==> config.mk <==
export PLATFORM = sky130hd
export DESIGN_NAME = nibble_xor_dir_ops
export DESIGN_NICKNAME = d
export VERILOG_FILES = /design/src/design/nibble_xor_pkg.sv /design/src/design/nibble_xor_dir_ops.sv
export VERILOG_INCLUDE_DIRS = /design/src /design/src/design
export SDC_FILE = /design/constraint.sdc
export NUM_CORES = 1
export LEC_CHECK = 0
export ABC_AREA = 0
export ABC_CLOCK_PERIOD_IN_PS = 2700
export BUFFER_PORTS_ARGS = -buffer_cell sky130_fd_sc_hd__buf_2
export CORE_MARGIN = 2
export CORE_UTILIZATION = 50
export CTS_CLUSTER_DIAMETER = 120
export DETAILED_ROUTE_END_ITERATION = 12
export GPL_TIMING_DRIVEN = 0
export PLACE_DENSITY = 0.89
export RECOVER_POWER = 100
export SYNTH_ARGS = -nofsm -noshare
export SYNTH_HDL_FRONTEND = slang
export SYNTH_SLANG_ARGS = --single-unit
==> constraint.sdc <==
create_clock -name clk -period 2.7 [get_ports clk]
set_input_delay 0.54 -clock clk [delete_from_list [all_inputs] [get_ports clk]]
set_output_delay 0.54 -clock clk [all_outputs]
set_load 0.1 [all_outputs]
==> src/design/nibble_xor_map.svh <==
// constants for the nibble-swap, xor and direction-load instruction decoder
`ifndef NIBBLE_XOR_MAP_SVH
`define NIBBLE_XOR_MAP_SVH

// opcode fields
`define OPC_SWAP_HI     6'h0E
`define OPC_REG_XOR_HI  6'h06
`define OPC_LIT_XOR_HI  6'h3A
`define OPC_DIRLD_HI    11'h00C
// field positions
`define FLD_DEST_BIT    7
`define FLD_ADDR_MSB    6
// direction register selectors and their file addresses
`define DIR_SEL_MIN     3'h5
`define DIR_SEL_MAX     3'h7
`define DIR_FILE_BASE   7'h05
`define DIR_FILE_OFS    7'h80
// reset values
`define ACC_RESET       8'h00
`define DIR_RESET       8'hFF
`define ZERO_RESET      1'h0

`endif

==> src/design/nibble_xor_pkg.sv <==
// types for the nibble-swap, xor and direction-load instruction decoder
package nibble_xor_pkg;

   // decoded operation
   typedef enum logic [2:0]
   {
      OP_NONE     = 3'h0,
      OP_SWAP     = 3'h1,
      OP_XOR_REG  = 3'h3,
      OP_XOR_LIT  = 3'h2,
      OP_DIR_LOAD = 3'h6
   } op_kind_type;

   // request to the register file
   typedef struct packed
   {
      logic       wr_en;
      logic [6:0] addr;
      logic [7:0] data;
   } file_write_type;

endpackage : nibble_xor_pkg

==> src/design/nibble_xor_dir_ops.sv <==
// instruction decoder and executor for nibble swap, xor and direction load
`timescale 1ns/10ps
`include "nibble_xor_map.svh"

module nibble_xor_dir_ops
#(
   parameter int DATA_W = 8
)
(
   // clock and reset
   input  wire logic                       clk,
   input  wire logic                       rst,
   // instruction from the fetch path
   input  wire logic                       instr_valid,
   input  wire logic [13:0]                instr_word,
   // file register read port, combinational on instr_word address
   output logic      [6:0]                 file_rd_addr,
   input  wire logic [DATA_W-1:0]          file_rd_data,
   // file register write, one cycle pulse
   output nibble_xor_pkg::file_write_type  file_wr,
   // direction register write from the load op, one cycle pulse
   output logic                            dir_wr_en,
   output logic      [1:0]                 dir_wr_sel,
   output logic      [DATA_W-1:0]          dir_wr_data,
   // core state
   output logic      [DATA_W-1:0]          acc,
   output logic                            zero_flag,
   output logic                            zero_wr,
   output logic                            op_done,
   output nibble_xor_pkg::op_kind_type     op_kind
);

   ////////////////////////////////////////////////////////////////////////////
   // decode

   logic                     dest_bit;
   logic [6:0]               addr_fld;
   logic [DATA_W-1:0]        swapped;
   logic [DATA_W-1:0]        xor_lit;
   logic [DATA_W-1:0]        xor_reg;
   nibble_xor_pkg::op_kind_type op_dec;

   // 7-bit address and one destination bit
   assign dest_bit     = instr_word[`FLD_DEST_BIT];
   assign addr_fld     = instr_word[`FLD_ADDR_MSB:0];
   assign file_rd_addr = addr_fld;
   assign swapped      = {file_rd_data[3:0], file_rd_data[7:4]};
   assign xor_lit      = acc ^ instr_word[7:0];
   assign xor_reg      = acc ^ file_rd_data;

   // opcode match; direction load only accepts selectors 5 to 7
   always_comb
   begin
      op_dec = nibble_xor_pkg::OP_NONE;
      if (instr_valid)
      begin
         if (instr_word[13:8] == `OPC_SWAP_HI)
            op_dec = nibble_xor_pkg::OP_SWAP;
         else if (instr_word[13:8] == `OPC_REG_XOR_HI)
            op_dec = nibble_xor_pkg::OP_XOR_REG;
         else if (instr_word[13:8] == `OPC_LIT_XOR_HI)
            op_dec = nibble_xor_pkg::OP_XOR_LIT;
         // low selectors fall through as a no-op rather than a trap, so
         // old code that happens to use them keeps running
         else if (instr_word[13:3] == `OPC_DIRLD_HI
                  && instr_word[2:0] >= `DIR_SEL_MIN)
            op_dec = nibble_xor_pkg::OP_DIR_LOAD;
      end
   end

   ////////////////////////////////////////////////////////////////////////////
   // execute: every op retires in the cycle after it is presented

   logic [DATA_W-1:0]              acc_reg,  acc_next;
   logic                           zero_reg, zero_next;
   logic                           zwr_reg,  zwr_next;
   logic                           done_reg, done_next;
   nibble_xor_pkg::op_kind_type    kind_reg, kind_next;
   nibble_xor_pkg::file_write_type fwr_reg,  fwr_next;
   logic                           dwr_reg,  dwr_next;
   logic [1:0]                     dsel_reg, dsel_next;
   logic [DATA_W-1:0]              ddat_reg, ddat_next;

   // next-state computation; only the xor ops touch the zero flag
   always_comb
   begin
      acc_next  = acc_reg;
      zero_next = zero_reg;
      zwr_next  = 1'b0;
      done_next = (op_dec != nibble_xor_pkg::OP_NONE);
      kind_next = op_dec;
      fwr_next  = '0;
      dwr_next  = 1'b0;
      dsel_next = dsel_reg;
      ddat_next = ddat_reg;
      unique case (op_dec)
         nibble_xor_pkg::OP_SWAP:
         begin
            // flags untouched
            if (dest_bit)
               fwr_next = '{wr_en: 1'b1, addr: addr_fld, data: swapped};
            else
               acc_next = swapped;
         end
         nibble_xor_pkg::OP_XOR_REG:
         begin
            zero_next = (xor_reg == '0);
            zwr_next  = 1'b1;
            if (dest_bit)
               fwr_next = '{wr_en: 1'b1, addr: addr_fld, data: xor_reg};
            else
               acc_next = xor_reg;
         end
         nibble_xor_pkg::OP_XOR_LIT:
         begin
            acc_next  = xor_lit;
            zero_next = (xor_lit == '0);
            zwr_next  = 1'b1;
         end
         nibble_xor_pkg::OP_DIR_LOAD:
         begin
            // selector 5..7 maps to 0..2; flags untouched
            dwr_next  = 1'b1;
            dsel_next = 2'(instr_word[2:0] - `DIR_SEL_MIN);
            ddat_next = acc_reg;
         end
         nibble_xor_pkg::OP_NONE:
         begin
            // the same registers are reachable by plain file addressing,
            // so nothing here blocks ordinary writes to them
            fwr_next = '0;
         end
      endcase
   end

   // register stage
   always_ff @(posedge clk)
   begin
      if (rst)
      begin
         acc_reg  <= `ACC_RESET;
         zero_reg <= `ZERO_RESET;
         zwr_reg  <= 1'b0;
         done_reg <= 1'b0;
         kind_reg <= nibble_xor_pkg::OP_NONE;
         fwr_reg  <= '0;
         dwr_reg  <= 1'b0;
         dsel_reg <= 2'h0;
         ddat_reg <= `DIR_RESET;
      end
      else
      begin
         acc_reg  <= acc_next;
         zero_reg <= zero_next;
         zwr_reg  <= zwr_next;
         done_reg <= done_next;
         kind_reg <= kind_next;
         fwr_reg  <= fwr_next;
         dwr_reg  <= dwr_next;
         dsel_reg <= dsel_next;
         ddat_reg <= ddat_next;
      end
   end

   assign acc         = acc_reg;
   assign zero_flag   = zero_reg;
   assign zero_wr     = zwr_reg;
   assign op_done     = done_reg;
   assign op_kind     = kind_reg;
   assign file_wr     = fwr_reg;
   assign dir_wr_en   = dwr_reg;
   assign dir_wr_sel  = dsel_reg;
   assign dir_wr_data = ddat_reg;

   ////////////////////////////////////////////////////////////////////////////
   // checks
   // every check but AST_DIR_RANGE and AST_ZERO_FLAG looks one edge after decode, since every output but file_rd_addr is registered;
   // file_rd_data is sampled with the op, so the register file must be combinational

   AST_SWAP_NIBBLES: assert property (@(posedge clk) disable iff (rst)
      op_dec == nibble_xor_pkg::OP_SWAP && !dest_bit
      |=> acc == {$past(file_rd_data[3:0]), $past(file_rd_data[7:4])})
      else $error("swap result wrong");
   AST_SWAP_DEST: assert property (@(posedge clk) disable iff (rst)
      op_dec == nibble_xor_pkg::OP_SWAP
      |=> file_wr.wr_en == $past(dest_bit) && $stable(zero_flag))
      else $error("swap destination or flag wrong");
   AST_SWAP_WRITE: assert property (@(posedge clk) disable iff (rst)
      op_dec == nibble_xor_pkg::OP_SWAP && dest_bit
      |=> file_wr.addr == $past(addr_fld) && $stable(acc)
          && file_wr.data == {$past(file_rd_data[3:0]), $past(file_rd_data[7:4])})
      else $error("swap write-back wrong");
   AST_XOR_LIT: assert property (@(posedge clk) disable iff (rst)
      op_dec == nibble_xor_pkg::OP_XOR_LIT
      |=> acc == ($past(acc) ^ $past(instr_word[7:0])) && !file_wr.wr_en)
      else $error("literal xor wrong");
   AST_XOR_REG: assert property (@(posedge clk) disable iff (rst)
      op_dec == nibble_xor_pkg::OP_XOR_REG && dest_bit
      |=> file_wr.data == ($past(acc) ^ $past(file_rd_data)) && $stable(acc))
      else $error("register xor wrong");
   AST_XOR_REG_W: assert property (@(posedge clk) disable iff (rst)
      op_dec == nibble_xor_pkg::OP_XOR_REG && !dest_bit
      |=> !file_wr.wr_en && acc == ($past(acc) ^ $past(file_rd_data)))
      else $error("register xor to accumulator wrong");
   AST_DIR_LOAD: assert property (@(posedge clk) disable iff (rst)
      op_dec == nibble_xor_pkg::OP_DIR_LOAD
      |=> dir_wr_en && dir_wr_data == $past(acc) && $stable(zero_flag))
      else $error("direction load wrong");
   AST_DIR_RANGE: assert property (@(posedge clk) disable iff (rst)
      dir_wr_en |-> dir_wr_sel != 2'h3)
      else $error("direction selector out of range");
   AST_DIR_SELECT: assert property (@(posedge clk) disable iff (rst)
      op_dec == nibble_xor_pkg::OP_DIR_LOAD
      |=> dir_wr_sel == 2'($past(instr_word[2:0]) - `DIR_SEL_MIN))
      else $error("direction selector mapping wrong");
   // the xor result is in the write-back data when d is set on a register xor, else in the accumulator
   AST_ZERO_FLAG: assert property (@(posedge clk) disable iff (rst)
      zero_wr |-> op_done
         && (zero_flag == ((file_wr.wr_en ? file_wr.data : acc) == '0)))
      else $error("zero flag inconsistent");
   AST_REFUSED_QUIET: assert property (@(posedge clk) disable iff (rst)
      op_dec == nibble_xor_pkg::OP_NONE
      |=> !op_done && !zero_wr && !file_wr.wr_en && !dir_wr_en && $stable(acc))
      else $error("refused word changed state");
   AST_ONE_CYCLE: assert property (@(posedge clk) disable iff (rst)
      instr_valid && op_dec != nibble_xor_pkg::OP_NONE |=> op_done)
      else $error("op did not finish in one cycle");

endmodule : nibble_xor_dir_ops

==> results.py <==
metrics = {
    "critical_path": {
        "critPathCaptureType": "register",
        "worst-setup-path-type": "in -> reg",
        "worstRegToRegCells": 4,
        "startpoint_type": "primary input",
        "path_max_fanout": 10,
        "startpoint": "instr_word[11]",
        "rr_startpoint": "acc[5]$_SDFFE_PP0P_",
        "crit_arrival_ns": 2.53,
        "reg2reg_to": "zero_flag$_SDFFE_PP0N_",
        "cp.required_ns": 2.84,
        "r2r_slack_ns": 1.27,
    },
    "worst_hold_path": {
        "whs_path_depth": 2,
        "hp-class": "reg -> reg",
        "hold-path-endpoint": "dir_wr_sel[1]$_SDFFE_PP0P_",
        "min_from": "dir_wr_sel[1]$_SDFFE_PP0P_",
    },
    "power": {
        "intPower_uw": 832.4,
        "switchingPower_uw": 352.4,
        "total_power_uw": 1185,
        "combPwrFrac": 0.159,
        "p_sw_frac": 0.2974,
        "ir_worst_vdd_mv": 0.2178,
        "power_density_nw_per_um2": 451.8,
        "leakagePower_uw": 0.0009652,
        "clockPowerShare": 0.326,
        "pwr-share-seq": 0.514,
    },
    "timing": {
        "max_clock_freq_ghz": 0.4193,
        "tightest_slew_ns": 1.178,
        "layout_setup_ws_ns": 0.3153,
        "fin_tns_setup_ns": 0,
        "finalCritPeriodShare": 0.8832,
        "finalSetupViolations": 0,
        "hold_viol": 0,
        "slew_viol_final": 0,
        "max-slew-margin-rel": 0.2182,
        "min_period_ns": 2.385,
        "rsz0062_at_grt": "false",
        "clock_skew_ns": 0.002409,
        "hold-worst-slack_ns": 0.4866,
    },
    "global_route": {
        "grt_pass1_vias": 2090,
        "grt_usage": 0.2565,
        "grt_pass1_wl_um": 10020,
        "overflow": 0,
        "antenna_found_initial": 0,
        "grt_max_degree": 13,
    },
    "yosys": {
        "synth.ff_latch_count": 41,
        "syn_nets": 281,
        "synth_area_leaders": "dfxtp_1 37%, xor2_1 6.4%, nor3_1 5.2%, o311ai_1 5.2%, o21ai_2 2.8%",
        "avgSynthCellArea_um2": 8.631,
        "async_flop_share": 0,
        "ys_seq_area_frac": 0.3729,
        "synth_cell_type_count": 47,
        "synth_top_area_share": 0.3729,
        "synth_ff_type": "dfxtp_1",
        "synth_edf_count": 0,
        "yosys.area.top_type": "dfxtp_1",
        "syn-cell-area_um2": 2201,
        "syn-instance-count": 255,
        "synth_warnings": 0,
    },
    "cells_and_area": {
        "nets": 359,
        "multi_input_area_um2": 1162,
        "final_layout_size_suffix_gt1_frac": 0.1377,
        "largest_reg_flops": 16,
        "final_cell_count_no_fill": 386,
        "fill_cells": 411,
        "antennaDiodeCount": 0,
        "layout_common_cells": "62 x clkbuf_1, 41 x dfxtp_1, 24 x nor3_1",
        "seq_area_um2": 820.8,
        "area.growth.synth_to_final_pct": 19.16,
        "final_common_cell": "clkbuf_1",
    },
    "routing": {
        "wl_per_cell_um": 16.36,
        "drtIter0Drc": 207,
        "drtPass1Iterations": 5,
        "num_vias": 2371,
        "via_per_inst": 6.142,
        "wl_um": 6315,
        "drc": 0,
        "ant_nets": 0,
    },
    "clock_tree": {
        "postCtsResizedCells": 0,
        "clkLatencyLatePin_ns": 0.30,
        "cts.clk_slew.worst_paths_ns": 0.07,
        "post-cts-setup-buffers": 0,
        "clockBufferDepth": 2,
        "htree_num_levels": 2,
        "cts_sinks": 41,
        "cts_buffers": 5,
        "cts_root_buf": "clkbuf_8",
        "cts_tree": "built",
        "cts_hold_buffers": 0,
    },
    "floorplan": {
        "num_rows": 24,
        "core_um2": 4294,
        "start_util": 0.5125,
        "die-area_um2": 4948,
        "die_w_um": 70.35,
        "die_height_um": 70.35,
        "ios": 73,
    },
    "placement": {
        "portBuffers": 71,
        "place_ws_ns": 0.2188,
        "hpwl_um": 4645,
        "dpl.cell_count": 378,
        "gp_congestion": 0.9518,
    },
    "job": {
        "cap_violations": 0,
    },
    "outcome": {
        "outcome": "complete, no violations",
    },
}
## layout make-up
cell class                      count  share of cell area
Buffer                             23             0.05153
Multi-Input combinational cell    174              0.4432
Inverter                           17             0.02433
Clock inverter                      2            0.003817
Tap cell                           52             0.02481
Sequential cell                    41              0.3130
Clock buffer                        6             0.02767
Timing Repair Buffer               71              0.1116
## metrics by stage
| stage | area, um^2 | utilization |
|---|---|---|
| global placement | 2621 | 0.6104 |
| CTS | 2704 | 0.6297 |
| finish | 2623 | 0.6107 |
| floorplan | 2201 | - |
| global route | 2623 | 0.6107 |
| detailed placement | 2621 | 0.6104 |
## logic make-up (layout without fill, tap and decap cells)
family                     after synthesis  after routing  synth area share
and+or+nand+nor                         85             85            0.2138
AOI/OAI and AO/OA                       71             71            0.2456
DFF                                     41             41            0.3729
buffers and inverters                   40            119           0.09380
xor gates and xnor gates                16             16           0.06367
adders and majority gates                1              1          0.005684
muxes                                    1              1          0.004548
## power by group through the flow
stage	logic [uW]	clock network, uW	registers [uW]
floorplan	113	0	638
global placement	188	0	623
detailed placement	190	0	623
CTS	191	394	609
global route	200	418	609
finish	189	387	609
## worst max-delay path: stages
cell and delay [ns]:
buf_6 0.12, or4_2 0.64, clkbuf_1 0.18, or4_1 0.51, buf_6 0.16, buf_6 0.14
o21ai_2 0.10, o311ai_0 0.14
## per-layer routing
metal	vias to the layer above	GRT usage	share of wire	wire length, um
met2	134	0.4119	0.45	2872
met4	0	0.1068	0.031	193
met1	1095	0.3387	0.43	2685
li1	1120	-	-	-
met5	-	0	0	0
met3	22	0.04473	0.089	563
## synthesized netlist by cell type (2+ instances only)
library cell / count
o221ai_1: 5
o21ai_2: 7
xor2_1: 16
a2bb2oi_1: 4
o311ai_0: 5
nand4b_1: 2
o311ai_1: 13
nand3_1: 7
a211oi_1: 4
clkbuf_1: 10
and3_1: 7
inv_1: 16
buf_6: 4
nand2_1: 10
o21ai_0: 10
a32oi_1: 3
nor3_1: 23
nand3b_1: 2
a21oi_1: 6
a31oi_1: 2
a311oi_1: 2
buf_1: 2
nand2b_1: 2
buf_4: 7
nand4_1: 3
or4_4: 2
o21ai_1: 3
o2111a_1: 2
nor2_1: 13
nor4_1: 6
dfxtp_1: 41
## worst max-delay path by stage
stage,endpoint,slack (ns),cells after the start
finish,dir_wr_data[4]$_SDFFE_PP1P_,0.32,8
global route,dir_wr_data[6]$_SDFFE_PP1P_,0.22,8
CTS,dir_wr_data[1]$_SDFFE_PP1P_,0.54,8
detailed placement,dir_wr_data[1]$_SDFFE_PP1P_,0.22,8
global placement,dir_wr_data[1]$_SDFFE_PP1P_,0.25,8
floorplan,dir_wr_data[1]$_SDFFE_PP1P_,0.32,8
No activity file was read; power rests on OpenSTA's default activity.
